**config.mk**
```make
export PLATFORM = sky130hd
export DESIGN_NAME = fa_feed_regs
export DESIGN_NICKNAME = d
export VERILOG_FILES = /design/src/hw/fa_pkg.sv /design/src/hw/fa_feed_regs.sv
export SDC_FILE = /design/constraint.sdc
export NUM_CORES = 1
export LEC_CHECK = 0
export BUFFER_PORTS_ARGS = -buffer_cell sky130_fd_sc_hd__buf_2
export CAP_MARGIN = 20
export CORE_MARGIN = 8
export CORE_UTILIZATION = 35
export DETAILED_ROUTE_END_ITERATION = 8
export GPL_TIMING_DRIVEN = 0
export HOLD_SLACK_MARGIN = 0.12
export PLACE_DENSITY = 0.66
export SETUP_SLACK_MARGIN = 0.3
export SLEW_MARGIN = 20
export SYNTH_ARGS = -nofsm -noshare
export SYNTH_HDL_FRONTEND = slang
export SYNTH_SLANG_ARGS = --single-unit
export TNS_END_PERCENT = 1
```
**constraint.sdc**
```tcl
create_clock -name clk -period 2.4 [get_ports clk]
set_input_delay 0.24 -clock clk [delete_from_list [all_inputs] [get_ports clk]]
set_output_delay 0.24 -clock clk [all_outputs]
set_load 0.02 [all_outputs]
```
**src/hw/fa_pkg.sv**
```systemverilog
package fa_pkg;

    // ==========================================================
    // Widths
    // ==========================================================
    localparam int FA_AMT_W = 28;   // Signed feed amounts
    localparam int FA_STEP_W = 31;  // Circular step count
    localparam int FA_ADDR_W = 8;   // Decoded byte address bits

    // ==========================================================
    // Register byte offsets
    // ==========================================================
    localparam logic [7:0] FA_OFS_FEED_PRE = 8'h00;
    localparam logic [7:0] FA_OFS_FEED = 8'h04;
    localparam logic [7:0] FA_OFS_YFEED_PRE = 8'h08;
    localparam logic [7:0] FA_OFS_YFEED = 8'h0C;
    localparam logic [7:0] FA_OFS_CX_PRE = 8'h10;
    localparam logic [7:0] FA_OFS_CX = 8'h14;
    localparam logic [7:0] FA_OFS_CY_PRE = 8'h18;
    localparam logic [7:0] FA_OFS_CY = 8'h1C;
    localparam logic [7:0] FA_OFS_STEPS_PRE = 8'h20;
    localparam logic [7:0] FA_OFS_STEPS = 8'h24;
    localparam logic [7:0] FA_OFS_STEP_CNT = 8'h28;
    localparam logic [7:0] FA_OFS_STATUS = 8'h2C;

    // ==========================================================
    // Reset values and bus constants
    // ==========================================================
    localparam logic [27:0] FA_AMT_RST = 28'h0000000;
    localparam logic [30:0] FA_STEP_RST = 31'h00000000;
    localparam logic [30:0] FA_STEP_MAX = 31'h7FFFFFFF;
    localparam logic [31:0] FA_RDATA_RST = 32'h00000000;
    localparam logic [1:0] FA_HTRANS_NONSEQ = 2'h2;
    localparam logic [1:0] FA_HTRANS_SEQ = 2'h3;
    localparam logic FA_HRESP_OKAY = 1'h0;

    // Status word bit positions
    localparam int FA_STAT_RUN_BIT = 0;
    localparam int FA_STAT_INTERP_BIT = 1;
    localparam int FA_STAT_CIRC_BIT = 2;

    // ==========================================================
    // Carriers
    // ==========================================================
    // Active values handed to the axis core
    typedef struct packed {
        logic [27:0] feed;        // Target or X end point
        logic [27:0] y_feed;      // Y end point
        logic [27:0] center_x;    // Circle centre X
        logic [27:0] center_y;    // Circle centre Y
        logic [30:0] steps_total; // Circular step count
    } fa_axis_t;

    // Events and state reported by the axis core
    typedef struct packed {
        logic op_start;  // Pulse: next operation begins
        logic running;   // Level: move in progress
        logic interp;    // Level: linear or circular interpolation
        logic circ;      // Level: circular interpolation
        logic step;      // Pulse: one circular step executed
    } fa_core_t;

endpackage : fa_pkg

```
**src/hw/fa_feed_regs.sv**
```systemverilog
// Decided for this implementation: the AHB-Lite register port and the address map.
`timescale 1ns/10ps
// Operation
// RULE1 - Positioning amount: 28-bit signed, read-write
// RULE2 - Positioning amount is move target normally
// RULE3 - In interpolation, it is incremental X end
// RULE4 - Separately addressable pre-register before active one
// RULE5 - Active write during move overrides remaining feed
// RULE6 - Y positioning amount: 28-bit signed, read-write
// RULE7 - Circle centre X: 28-bit signed, read-write
// RULE8 - Circle centre Y: 28-bit signed, read-write
// RULE9 - Circle step total: 31-bit unsigned, read-write
// RULE10 - Circle step counter: 31-bit, read-only
// RULE11 - Pre-registers move to active at operation start
module fa_feed_regs
    import fa_pkg::*;
#(
    parameter int AMT_W = FA_AMT_W,
    parameter int STEP_W = FA_STEP_W
) (
    input wire logic clk,
    input wire logic nrst,
    input wire logic ce,
    // AHB-Lite slave
    input wire logic hsel,
    input wire logic [31:0] haddr,
    input wire logic [1:0] htrans,
    input wire logic hwrite,
    input wire logic [2:0] hsize,
    input wire logic [31:0] hwdata,
    input wire logic hready,
    output logic hreadyout,
    output logic hresp,
    output logic [31:0] hrdata,
    // Axis core side
    input wire fa_core_t core_in,
    output fa_axis_t axis_out,
    output logic [27:0] pos_target,
    output logic [27:0] x_end_incr,
    output logic feed_override,
    output logic [30:0] step_count
);

    // ==========================================================
    // Helper functions
    // ==========================================================
    // Word-aligned byte offset from a bus address
    function automatic logic [7:0] fa_ofs(input logic [31:0] addr);
        fa_ofs = {addr[7:2], 2'h0};
    endfunction : fa_ofs

    // Zero-extend a 28-bit amount into a bus word
    function automatic logic [31:0] fa_amt_word(input logic [27:0] v);
        fa_amt_word = {4'h0, v};
    endfunction : fa_amt_word

    // Zero-extend a 31-bit count into a bus word
    function automatic logic [31:0] fa_step_word(input logic [30:0] v);
        fa_step_word = {1'h0, v};
    endfunction : fa_step_word

    // Data-phase write that targets one register word
    // Shared by every active register so all decode the same way
    function automatic logic fa_wr_hit(
        input logic en,
        input logic [7:0] ofs,
        input logic [7:0] target
    );
        fa_wr_hit = en && (ofs == target);
    endfunction : fa_wr_hit

    // ==========================================================
    // Storage
    // ==========================================================
    // Every value sits in flip-flops; each pre-register has an active twin
    logic [27:0] feed_amount_pre_ff;     // Pre-register, positioning
    logic [27:0] feed_amount_ff;         // Active, positioning
    logic [27:0] y_feed_amount_pre_ff;   // Pre-register, Y amount
    logic [27:0] y_feed_amount_ff;       // Active, Y amount
    logic [27:0] circle_center_x_pre_ff; // Pre-register, centre X
    logic [27:0] circle_center_x_ff;     // Active, centre X
    logic [27:0] circle_center_y_pre_ff; // Pre-register, centre Y
    logic [27:0] circle_center_y_ff;     // Active, centre Y
    logic [30:0] circle_step_total_pre_ff; // Pre-register, step total
    logic [30:0] circle_step_total_ff;     // Active, step total
    logic [30:0] circle_step_counter_ff;   // Executed steps
    logic feed_override_ff;               // Override pulse

    // ==========================================================
    // Bus address phase capture
    // ==========================================================
    // The bus is pipelined: a write's address comes one cycle before
    // its data, so the offset is kept until the data phase.
    logic addr_valid;         // Valid transfer this address phase
    logic wr_pend_ff;         // Write data phase pending
    logic [7:0] wr_ofs_ff;    // Offset of pending write
    logic [31:0] rdata_ff;    // Registered read data
    logic [31:0] nxt_rdata;   // Read mux output

    // Transfer accepted when selected, active and bus ready
    // IDLE and BUSY transfers are ignored
    assign addr_valid = hsel && hready &&
                        ((htrans == FA_HTRANS_NONSEQ) || (htrans == FA_HTRANS_SEQ));

    // Zero wait states, always OKAY
    // No register needs more than one cycle to answer
    assign hreadyout = 1'h1;
    assign hresp = FA_HRESP_OKAY;
    assign hrdata = rdata_ff;

    // Write strobes for the data phase
    logic wr_en;
    assign wr_en = wr_pend_ff;

    // Latch write address for the following data phase
    // Held while ce is low so a frozen bus keeps its pending write
    always_ff @(posedge clk or negedge nrst) begin
        if (!nrst) begin
            wr_pend_ff <= 1'h0;
            wr_ofs_ff <= 8'h00;
        end else if (ce) begin
            if (hready) begin
                // New address phase replaces the old one
                wr_pend_ff <= addr_valid && hwrite;
                wr_ofs_ff <= fa_ofs(haddr);
            end
        end
    end

    // ==========================================================
    // Read mux, sampled in the address phase
    // ==========================================================
    // Hazard: a read taken in the data phase of a write to the same
    // word returns the old value; software leaves one idle cycle
    always_comb begin
        nxt_rdata = FA_RDATA_RST;
        case (fa_ofs(haddr))
            FA_OFS_FEED_PRE: begin
                nxt_rdata = fa_amt_word(feed_amount_pre_ff); // RULE4
            end
            FA_OFS_FEED: begin
                nxt_rdata = fa_amt_word(feed_amount_ff); // RULE1
            end
            FA_OFS_YFEED_PRE: begin
                nxt_rdata = fa_amt_word(y_feed_amount_pre_ff);
            end
            FA_OFS_YFEED: begin
                nxt_rdata = fa_amt_word(y_feed_amount_ff); // RULE6
            end
            FA_OFS_CX_PRE: begin
                nxt_rdata = fa_amt_word(circle_center_x_pre_ff);
            end
            FA_OFS_CX: begin
                nxt_rdata = fa_amt_word(circle_center_x_ff); // RULE7
            end
            FA_OFS_CY_PRE: begin
                nxt_rdata = fa_amt_word(circle_center_y_pre_ff);
            end
            FA_OFS_CY: begin
                nxt_rdata = fa_amt_word(circle_center_y_ff); // RULE8
            end
            FA_OFS_STEPS_PRE: begin
                nxt_rdata = fa_step_word(circle_step_total_pre_ff);
            end
            FA_OFS_STEPS: begin
                nxt_rdata = fa_step_word(circle_step_total_ff); // RULE9
            end
            FA_OFS_STEP_CNT: begin
                nxt_rdata = fa_step_word(circle_step_counter_ff); // RULE10
            end
            FA_OFS_STATUS: begin
                // Core state bits
                // Lets software see whether a move is still running
                nxt_rdata[FA_STAT_RUN_BIT] = core_in.running;
                nxt_rdata[FA_STAT_INTERP_BIT] = core_in.interp;
                nxt_rdata[FA_STAT_CIRC_BIT] = core_in.circ;
            end
            default: begin
                // Unmapped reads return zero
                nxt_rdata = FA_RDATA_RST;
            end
        endcase
    end

    // Register read data for the data phase
    // Held until the next read is taken, so a slow master still sees it
    always_ff @(posedge clk or negedge nrst) begin
        if (!nrst) begin
            rdata_ff <= FA_RDATA_RST;
        end else if (ce) begin
            if (addr_valid && !hwrite) begin
                rdata_ff <= nxt_rdata;
            end
        end
    end

    // ==========================================================
    // Pre-registers
    // ==========================================================
    // Written only by software, separate offsets from active ones
    // Software stages the next move here while the current one runs
    always_ff @(posedge clk or negedge nrst) begin
        if (!nrst) begin
            feed_amount_pre_ff <= FA_AMT_RST;
            y_feed_amount_pre_ff <= FA_AMT_RST;
            circle_center_x_pre_ff <= FA_AMT_RST;
            circle_center_y_pre_ff <= FA_AMT_RST;
            circle_step_total_pre_ff <= FA_STEP_RST;
        end else if (ce && wr_en) begin
            case (wr_ofs_ff)
                FA_OFS_FEED_PRE: begin
                    feed_amount_pre_ff <= hwdata[27:0]; // RULE4
                end
                FA_OFS_YFEED_PRE: begin
                    y_feed_amount_pre_ff <= hwdata[27:0]; // RULE4
                end
                FA_OFS_CX_PRE: begin
                    circle_center_x_pre_ff <= hwdata[27:0]; // RULE4
                end
                FA_OFS_CY_PRE: begin
                    circle_center_y_pre_ff <= hwdata[27:0]; // RULE4
                end
                FA_OFS_STEPS_PRE: begin
                    circle_step_total_pre_ff <= hwdata[30:0]; // RULE4
                end
                default: begin
                    // Other offsets leave pre-registers alone
                end
            endcase
        end
    end

    // ==========================================================
    // Active positioning amount
    // ==========================================================
    // Operation start loads the pre-register; a direct write wins
    // so software can retarget a move in the very edge it starts
    always_ff @(posedge clk or negedge nrst) begin
        if (!nrst) begin
            feed_amount_ff <= FA_AMT_RST;
        end else if (ce) begin
            if (fa_wr_hit(wr_en, wr_ofs_ff, FA_OFS_FEED)) begin
                feed_amount_ff <= hwdata[27:0]; // RULE1
            end else if (core_in.op_start) begin
                feed_amount_ff <= feed_amount_pre_ff; // RULE11
            end
        end
    end

    // Override pulse when active amount is rewritten mid-move
    // The core uses it to recompute the remaining feed
    always_ff @(posedge clk or negedge nrst) begin
        if (!nrst) begin
            feed_override_ff <= 1'h0;
        end else if (ce) begin
            feed_override_ff <= fa_wr_hit(wr_en, wr_ofs_ff, FA_OFS_FEED) &&
                                core_in.running; // RULE5
        end
    end

    // ==========================================================
    // Active interpolation values
    // ==========================================================
    // Y amount and circle centre, same load scheme
    // Each register may be written apart from the others
    always_ff @(posedge clk or negedge nrst) begin
        if (!nrst) begin
            y_feed_amount_ff <= FA_AMT_RST;
            circle_center_x_ff <= FA_AMT_RST;
            circle_center_y_ff <= FA_AMT_RST;
        end else if (ce) begin
            // Y end point
            if (fa_wr_hit(wr_en, wr_ofs_ff, FA_OFS_YFEED)) begin
                y_feed_amount_ff <= hwdata[27:0]; // RULE6
            end else if (core_in.op_start) begin
                y_feed_amount_ff <= y_feed_amount_pre_ff; // RULE11
            end
            // Centre X
            if (fa_wr_hit(wr_en, wr_ofs_ff, FA_OFS_CX)) begin
                circle_center_x_ff <= hwdata[27:0]; // RULE7
            end else if (core_in.op_start) begin
                circle_center_x_ff <= circle_center_x_pre_ff; // RULE11
            end
            // Centre Y
            if (fa_wr_hit(wr_en, wr_ofs_ff, FA_OFS_CY)) begin
                circle_center_y_ff <= hwdata[27:0]; // RULE8
            end else if (core_in.op_start) begin
                circle_center_y_ff <= circle_center_y_pre_ff; // RULE11
            end
        end
    end

    // Circular step total
    // Loaded with the rest so a circle always sees a matching set
    always_ff @(posedge clk or negedge nrst) begin
        if (!nrst) begin
            circle_step_total_ff <= FA_STEP_RST;
        end else if (ce) begin
            if (fa_wr_hit(wr_en, wr_ofs_ff, FA_OFS_STEPS)) begin
                circle_step_total_ff <= hwdata[30:0]; // RULE9
            end else if (core_in.op_start) begin
                circle_step_total_ff <= circle_step_total_pre_ff; // RULE11
            end
        end
    end

    // ==========================================================
    // Circular step counter
    // ==========================================================
    // Saturating keeps a runaway count from wrapping back to zero
    // Cleared at start of each operation, counts executed steps,
    // holds at its maximum; software cannot write it
    always_ff @(posedge clk or negedge nrst) begin
        if (!nrst) begin
            circle_step_counter_ff <= FA_STEP_RST;
        end else if (ce) begin
            if (core_in.op_start) begin
                circle_step_counter_ff <= FA_STEP_RST; // RULE10
            end else if (core_in.step && core_in.circ &&
                         (circle_step_counter_ff != FA_STEP_MAX)) begin
                circle_step_counter_ff <= circle_step_counter_ff + 31'h00000001; // RULE10
            end
        end
    end

    // ==========================================================
    // Outputs to the axis core
    // ==========================================================
    // Active set as one bundle
    assign axis_out.feed = feed_amount_ff;
    assign axis_out.y_feed = y_feed_amount_ff;
    assign axis_out.center_x = circle_center_x_ff;
    assign axis_out.center_y = circle_center_y_ff;
    assign axis_out.steps_total = circle_step_total_ff;

    // Same register, meaning set by mode; unused view reads zero
    // so the core cannot mix up a target and an X end point
    assign pos_target = core_in.interp ? FA_AMT_RST : feed_amount_ff; // RULE2
    assign x_end_incr = core_in.interp ? feed_amount_ff : FA_AMT_RST; // RULE3

    assign feed_override = feed_override_ff; // RULE5
    assign step_count = circle_step_counter_ff;

endmodule : fa_feed_regs

```
; Word level (Yosys, flattened, before mapping)
; Cells that the tools add are included.
[op_classes]
mux = 16
eq_ne = 23
n_reduce_logical = 36
n_addsub = 1
[ops]
columns = cell, count
row1 = $pmux 28 s11, 1
row2 = $mux 28, 10
row3 = $mux 31, 4
row4 = $eq 6x3->1 const B, 8
row5 = $eq 6x4->1 const B, 6
row6 = $pmux 3 s12, 1
row7 = $add 31x1->31 const B, 1
row8 = $ne 31x31->1 const B, 1
row9 = $reduce_and 2->1, 13
row10 = $eq 6x2->1 const B, 4
row11 = $logic_and 1x1->1, 13
row12 = $eq 6x1->1 const B, 2
row13 = $reduce_bool 2->1, 6
row14 = $logic_not 8->1, 1
row15 = $logic_not 6->1, 1
row16 = $eq 2x2->1 const B, 2
row17 = $logic_not 1->1, 1
row18 = $logic_or 1x1->1, 1
[word_totals]
output_inout_bits = 265
in_bits = 80
ff_bits = 357
word_cells = 91

; Logic depth before layout (Yosys ltp)
[depth]
ltp_word = 5
mapped_depth = 8
ltp_nobuf = 6

; Worst setup path before layout
; OpenSTA, ideal clock, no wires.
[synth_timing]
path_kind = reg2reg
startpoint = reg circle_step_counter_ff[0], in the netlist step_count[0]
endpoint = reg circle_step_counter_ff[2], in the netlist step_count[2]
t_arrival_ps = 2156
required_time_ps = 2271
path_stages_with_launch = 8
path_slack_ps = 115
cell_sequence = dfrtp_1 > ha_1 > nand3_1 > nor4_2 > nand2_1 > o311ai_4 > buf_4 > o21ai_0
[synth_between]
elab_chain_len = 4
[synth_rtl]
columns = item, line
row1 = "start, declared", fa_feed_regs.sv:86  ; logic [30:0] circle_step_counter_ff;
row2 = "start signal, assigned", fa_feed_regs.sv:321  ; circle_step_counter_ff <= circle_step_counter_ff + 31'h00000001;
row3 = branches (longest 4 deep; another with $add 31x1->31), -
; Parallel ways; which one is timed is not known. The select of a mux whose other input is x is not followed.
; A chain may end at the register's enable or synchronous reset.

; Worst setup path in the final report
[layout_timing]
startpoint = in ce
endpoint = reg rdata_ff[24], in the netlist hrdata[24]
[layout_between]
elab_chain_len = 1
[layout_rtl]
columns = item, line
row1 = "start, declared", fa_feed_regs.sv:23  ; input wire logic ce,
row2 = $reduce_and 2->1 (no source line), -
row3 = "end signal, assigned", fa_feed_regs.sv:192  ; rdata_ff <= nxt_rdata;
row4 = "end, declared", fa_feed_regs.sv:97  ; logic [31:0] rdata_ff;
; Every way passes these cells.

==> summary.txt <==
CTS
  • Clk_lat worst skew: between 0.5 and 0.6 ns
  • CTS Root Buffer Type: clkbuf_16
  • Max Root-Sink Buffers: 3
  • Clk sinks: between 300 and 400
  • Num CTS Buffers: about 40
  • Clock transition at the registers of the reported paths: approximately 0.06 ns
  • CTS tree: built
  • H-tree depth: 2

Synth
  • Simple logic cell fraction of the synthesized area: 11.0%
  • Compound-gate portion of the synthesized area: approximately 17%
  • Mapped cell area: approximately 18000 um^2
  • Post-synth EDFFs: 0
  • Most frequently used flop master after synthesis: dfrtp_1
  • Top cell type's share of synthesized area: 50.6%
  • Yosys top cell by area: dfrtp_1
  • Post-Synth Adder-Cell Area: less than 1%
  • Sequential fraction of the synthesis area: about half
  • Proportion of synthesized area in mux cells: 18.0%
  • Post-synthesis xor/xnor area fraction: 0%
  • Avg Cell Area, Syn: around 11 um^2
  • Synth area leaders: dfrtp_1 (51%), mux2_2 (9.7%), mux2i_1 (8.4%), o21ai_0 (5.1%), a22oi_1 (4.2%)
  • Mapped Cells: around 1600
  • Synth warn: 0
  • Largest family of logic cells by synthesized area: multiplexers
  • Post-synthesis cell type count: between 50 and 60
  • Register bit total from synthesis: ~360
  • Async SR Flop Fraction: 100%

Final layout
  • Fraction of layout cells with a size suffix above 1: between 30% and 40%
  • Most frequent cells in the layout: dfrtp_1 (348), buf_2 (319), nand2_1 (178), o21ai_0 (178), mux2_2 (151)
  • Seq. cell area: ~8900 um^2
  • Final net count: 2066
  • Final Core Density: 43.8%
  • Fillers: ~4800
  • Synthesis-to-layout area growth: 24.1%
  • Area of the multi-input gates: between 8000 and 9000 um^2
  • Final cell count without fillers: 2684
  • Most common cell after layout, fill and taps aside: dfrtp_1

Global routing
  • Busiest grt layer: met2
  • Met2 GRT Util: approximately two fifths
  • Vias in the first global route: between 15000 and 20000
  • Overflow after GRT: 0
  • First-pass GRT wire length: between 100 and 150 mm
  • Met3 Resource Use GR: under 10%
  • Largest net degree at the start of global routing: ~100
  • Number of antenna violations at the first check in global routing: 3
  • GRT Util Overall: 24.2%
  • GR Util met1: roughly 31%

STA
  • Setup violators final: 0
  • Skew final: 0.0255 ns
  • RSZ-0062 raised after global routing: yes
  • Final cycle utilization of the critical path: 93.2%
  • Final Critical Period: 2.24 ns
  • Slew Viols, Final: 0
  • Hold WS: around 0.16 ns
  • Fmax: 447 MHz
  • Final Hold Fails: 0
  • Measured slew at the worst slew-check pin: 0.809 ns
  • Max_slew headroom: a little under half

Routing
  • Post-route ant nets: 0
  • Via count: 15600
  • Post-Route WL: 72.1 mm
  • DRC Markers: 0
  • Drt pass-1 iters: 7
  • Iter 0 DRT Violations: 1856
  • Drt via density: around 5.8
  • Wire per inst: 26.9 um

Run status
  • Status: finished, final reports clean

Die
  • Die area: 57800 um^2
  • Row cnt: between 80 and 90
  • Initial Utilization: 35.3%
  • Die Width: about 240 um
  • Core outline area: 50000 um^2
  • Num ports: roughly 350
  • Die Y: about 240 um

Setup path
  • Worst Setup EP: hrdata[24]$_DFFE_PN0P_
  • Crit start category: input pin
  • R2R setup slack: roughly 0.21 ns
  • Worst path slowest cell: or4b_1
  • Critical Path Fanout Max: 10
  • Crit path required time: between 2 and 3 ns
  • Worst Setup End Kind: flip-flop
  • Critical path class: input pin to flip-flop
  • Reg2reg end: circle_center_x_ff[15]$_DFFE_PN0P_
  • Crit path launch: ce
  • Reg2reg start: wr_en$_DFFE_PN0P_
  • R2r worst-path depth: 7
  • Critical-path cell list: buf_2 > nand2_2 > or3_1 > or4b_1 > buf_2 > buf_2 > a21oi_1 > a221o_1
  • Crit path top cell by count: buf_2
  • Largest stage delay, worst path: 0.52 ns
  • Crit path arrival time: ~2.8 ns

Placement
  • Detailed placement HPWL: about 54 mm
  • Routability cong.: about 0.93
  • DP Cell Count: between 2000 and 3000
  • PortBufs: 280

Hold path
  • Worst hold path class: input pin to flip-flop

Power and ir drop
  • Power density cells: slightly below 700 nW/um^2
  • Total Power: between 10 and 15 mW
  • Leakage: slightly above 10 nW
  • Worst vdd rail ir drop: 0.458 mV

Run
  • Max-Cap Viols: 0
==> metrics by stage <==
stage,TNS [ns],worst slack [ns],area [um^2]
6_report,0,0.164,21900
5_1_grt,0,0.153,21900
4_1_cts,0,0.165,21700
3_5_place_dp,-33.88,-0.470,20000
3_3_place_gp,-2121.84,-6.45,19900
2_1_floorplan,0,0.277,17600
==> synth_stat cells, drive strengths merged, types with 3 or more instances <==
master,n
o22a,3
or4,3
a221oi,3
o41ai,7
clkbuf,88
o31ai,13
a22o,8
and4,7
a32oi,5
nor3,9
inv,5
a21oi,35
o21ai,181
buf,62
nand4,12
a31oi,9
nand2,182
nor2,25
a22oi,99
mux2,151
or4b,3
mux2i,147
and3,9
nor4,6
o311ai,5
a221o,24
nor2b,31
a222oi,27
nand3,43
a41oi,6
dfrtp,356
nor4b,3
nand2b,6
and2,35
==> metal layers <==
layer	vias to the layer above	wire [um]
li1	6737	-
met1	7911	28600
met2	821	33200
met3	114	8210
met4	4	1990
met5	-	22
==> worst min-delay path by stage <==
stage	end	from	depth (start not counted)	slack, ns
2_1_floorplan	circle_center_x_ff[0]$_DFFE_PN0P_	nrst	0	-0.06
3_3_place_gp	wr_en$_DFFE_PN0P_	hwrite	2	0.47
3_5_place_dp	step_count[2]$_DFFE_PN0P_	nrst	2	0.30
4_1_cts	hrdata[1]$_DFFE_PN0P_	haddr[7]	3	0.13
5_1_grt	hrdata[1]$_DFFE_PN0P_	haddr[7]	3	0.17
6_report	step_count[11]$_DFFE_PN0P_	core_in[0]	4	0.16
==> worst max-delay path, delay by kind of cell <==
family,cells,cell delay [ns]
simple gates,3,1.24
buf+inv,3,0.71
compound gates,2,0.53
==> report_power, final <==
part	internal [mW]	switching, mW
logic	0.580	1.15
clock network	3.62	2.64
registers	6.36	0.369
total	10.6	4.15
==> cell type report <==
cell class	instances	area share (%)
diodes	1	0.0114
clock inverters	12	0.544
multi-input cells	1115	37.4
flip-flops and latches	356	40.8
well taps	672	3.84
clock buffers	57	5.52
inverters	5	0.0858
repair buffers	316	8.23
plain buffers	150	3.55
==> cells by family (layout without fill, tap and decap cells) <==
logic type,after synthesis,after routing
fa+ha+maj,1,1
flops,356,356
mux,298,298
buf+inv,155,540
simple gates,381,381
compound gates,432,432
other cells,2,4
==> flip-flops by register name, summed over array words and instances, names as in the netlist <==
| signal | count |
|---|---|
| hrdata | 31 |
| feed_override | 1 |
| y_feed_amount_ff | 28 |
| circle_center_x_pre_ff | 28 |
| step_count | 31 |
| circle_step_total_ff | 31 |
| circle_center_y_ff | 28 |
| wr_ofs_ff | 6 |
| circle_step_total_pre_ff | 31 |
| circle_center_y_pre_ff | 28 |
| feed_amount_pre_ff | 28 |
| feed_amount_ff | 28 |
| y_feed_amount_pre_ff | 28 |
| wr_en | 1 |
| circle_center_x_ff | 28 |
==> repair_timing <==
action | CTS | global route
gates cloned | 1 | 0
hold buffers | 11 | 0
resized for setup | 62 | 51
endpoints found under the setup margin | 335 | 303
endpoints found under the hold margin | 101 | 0
buffers inserted | 15 | 5
pin swaps | 6 | 5
No activity file was read; power rests on OpenSTA's default activity.
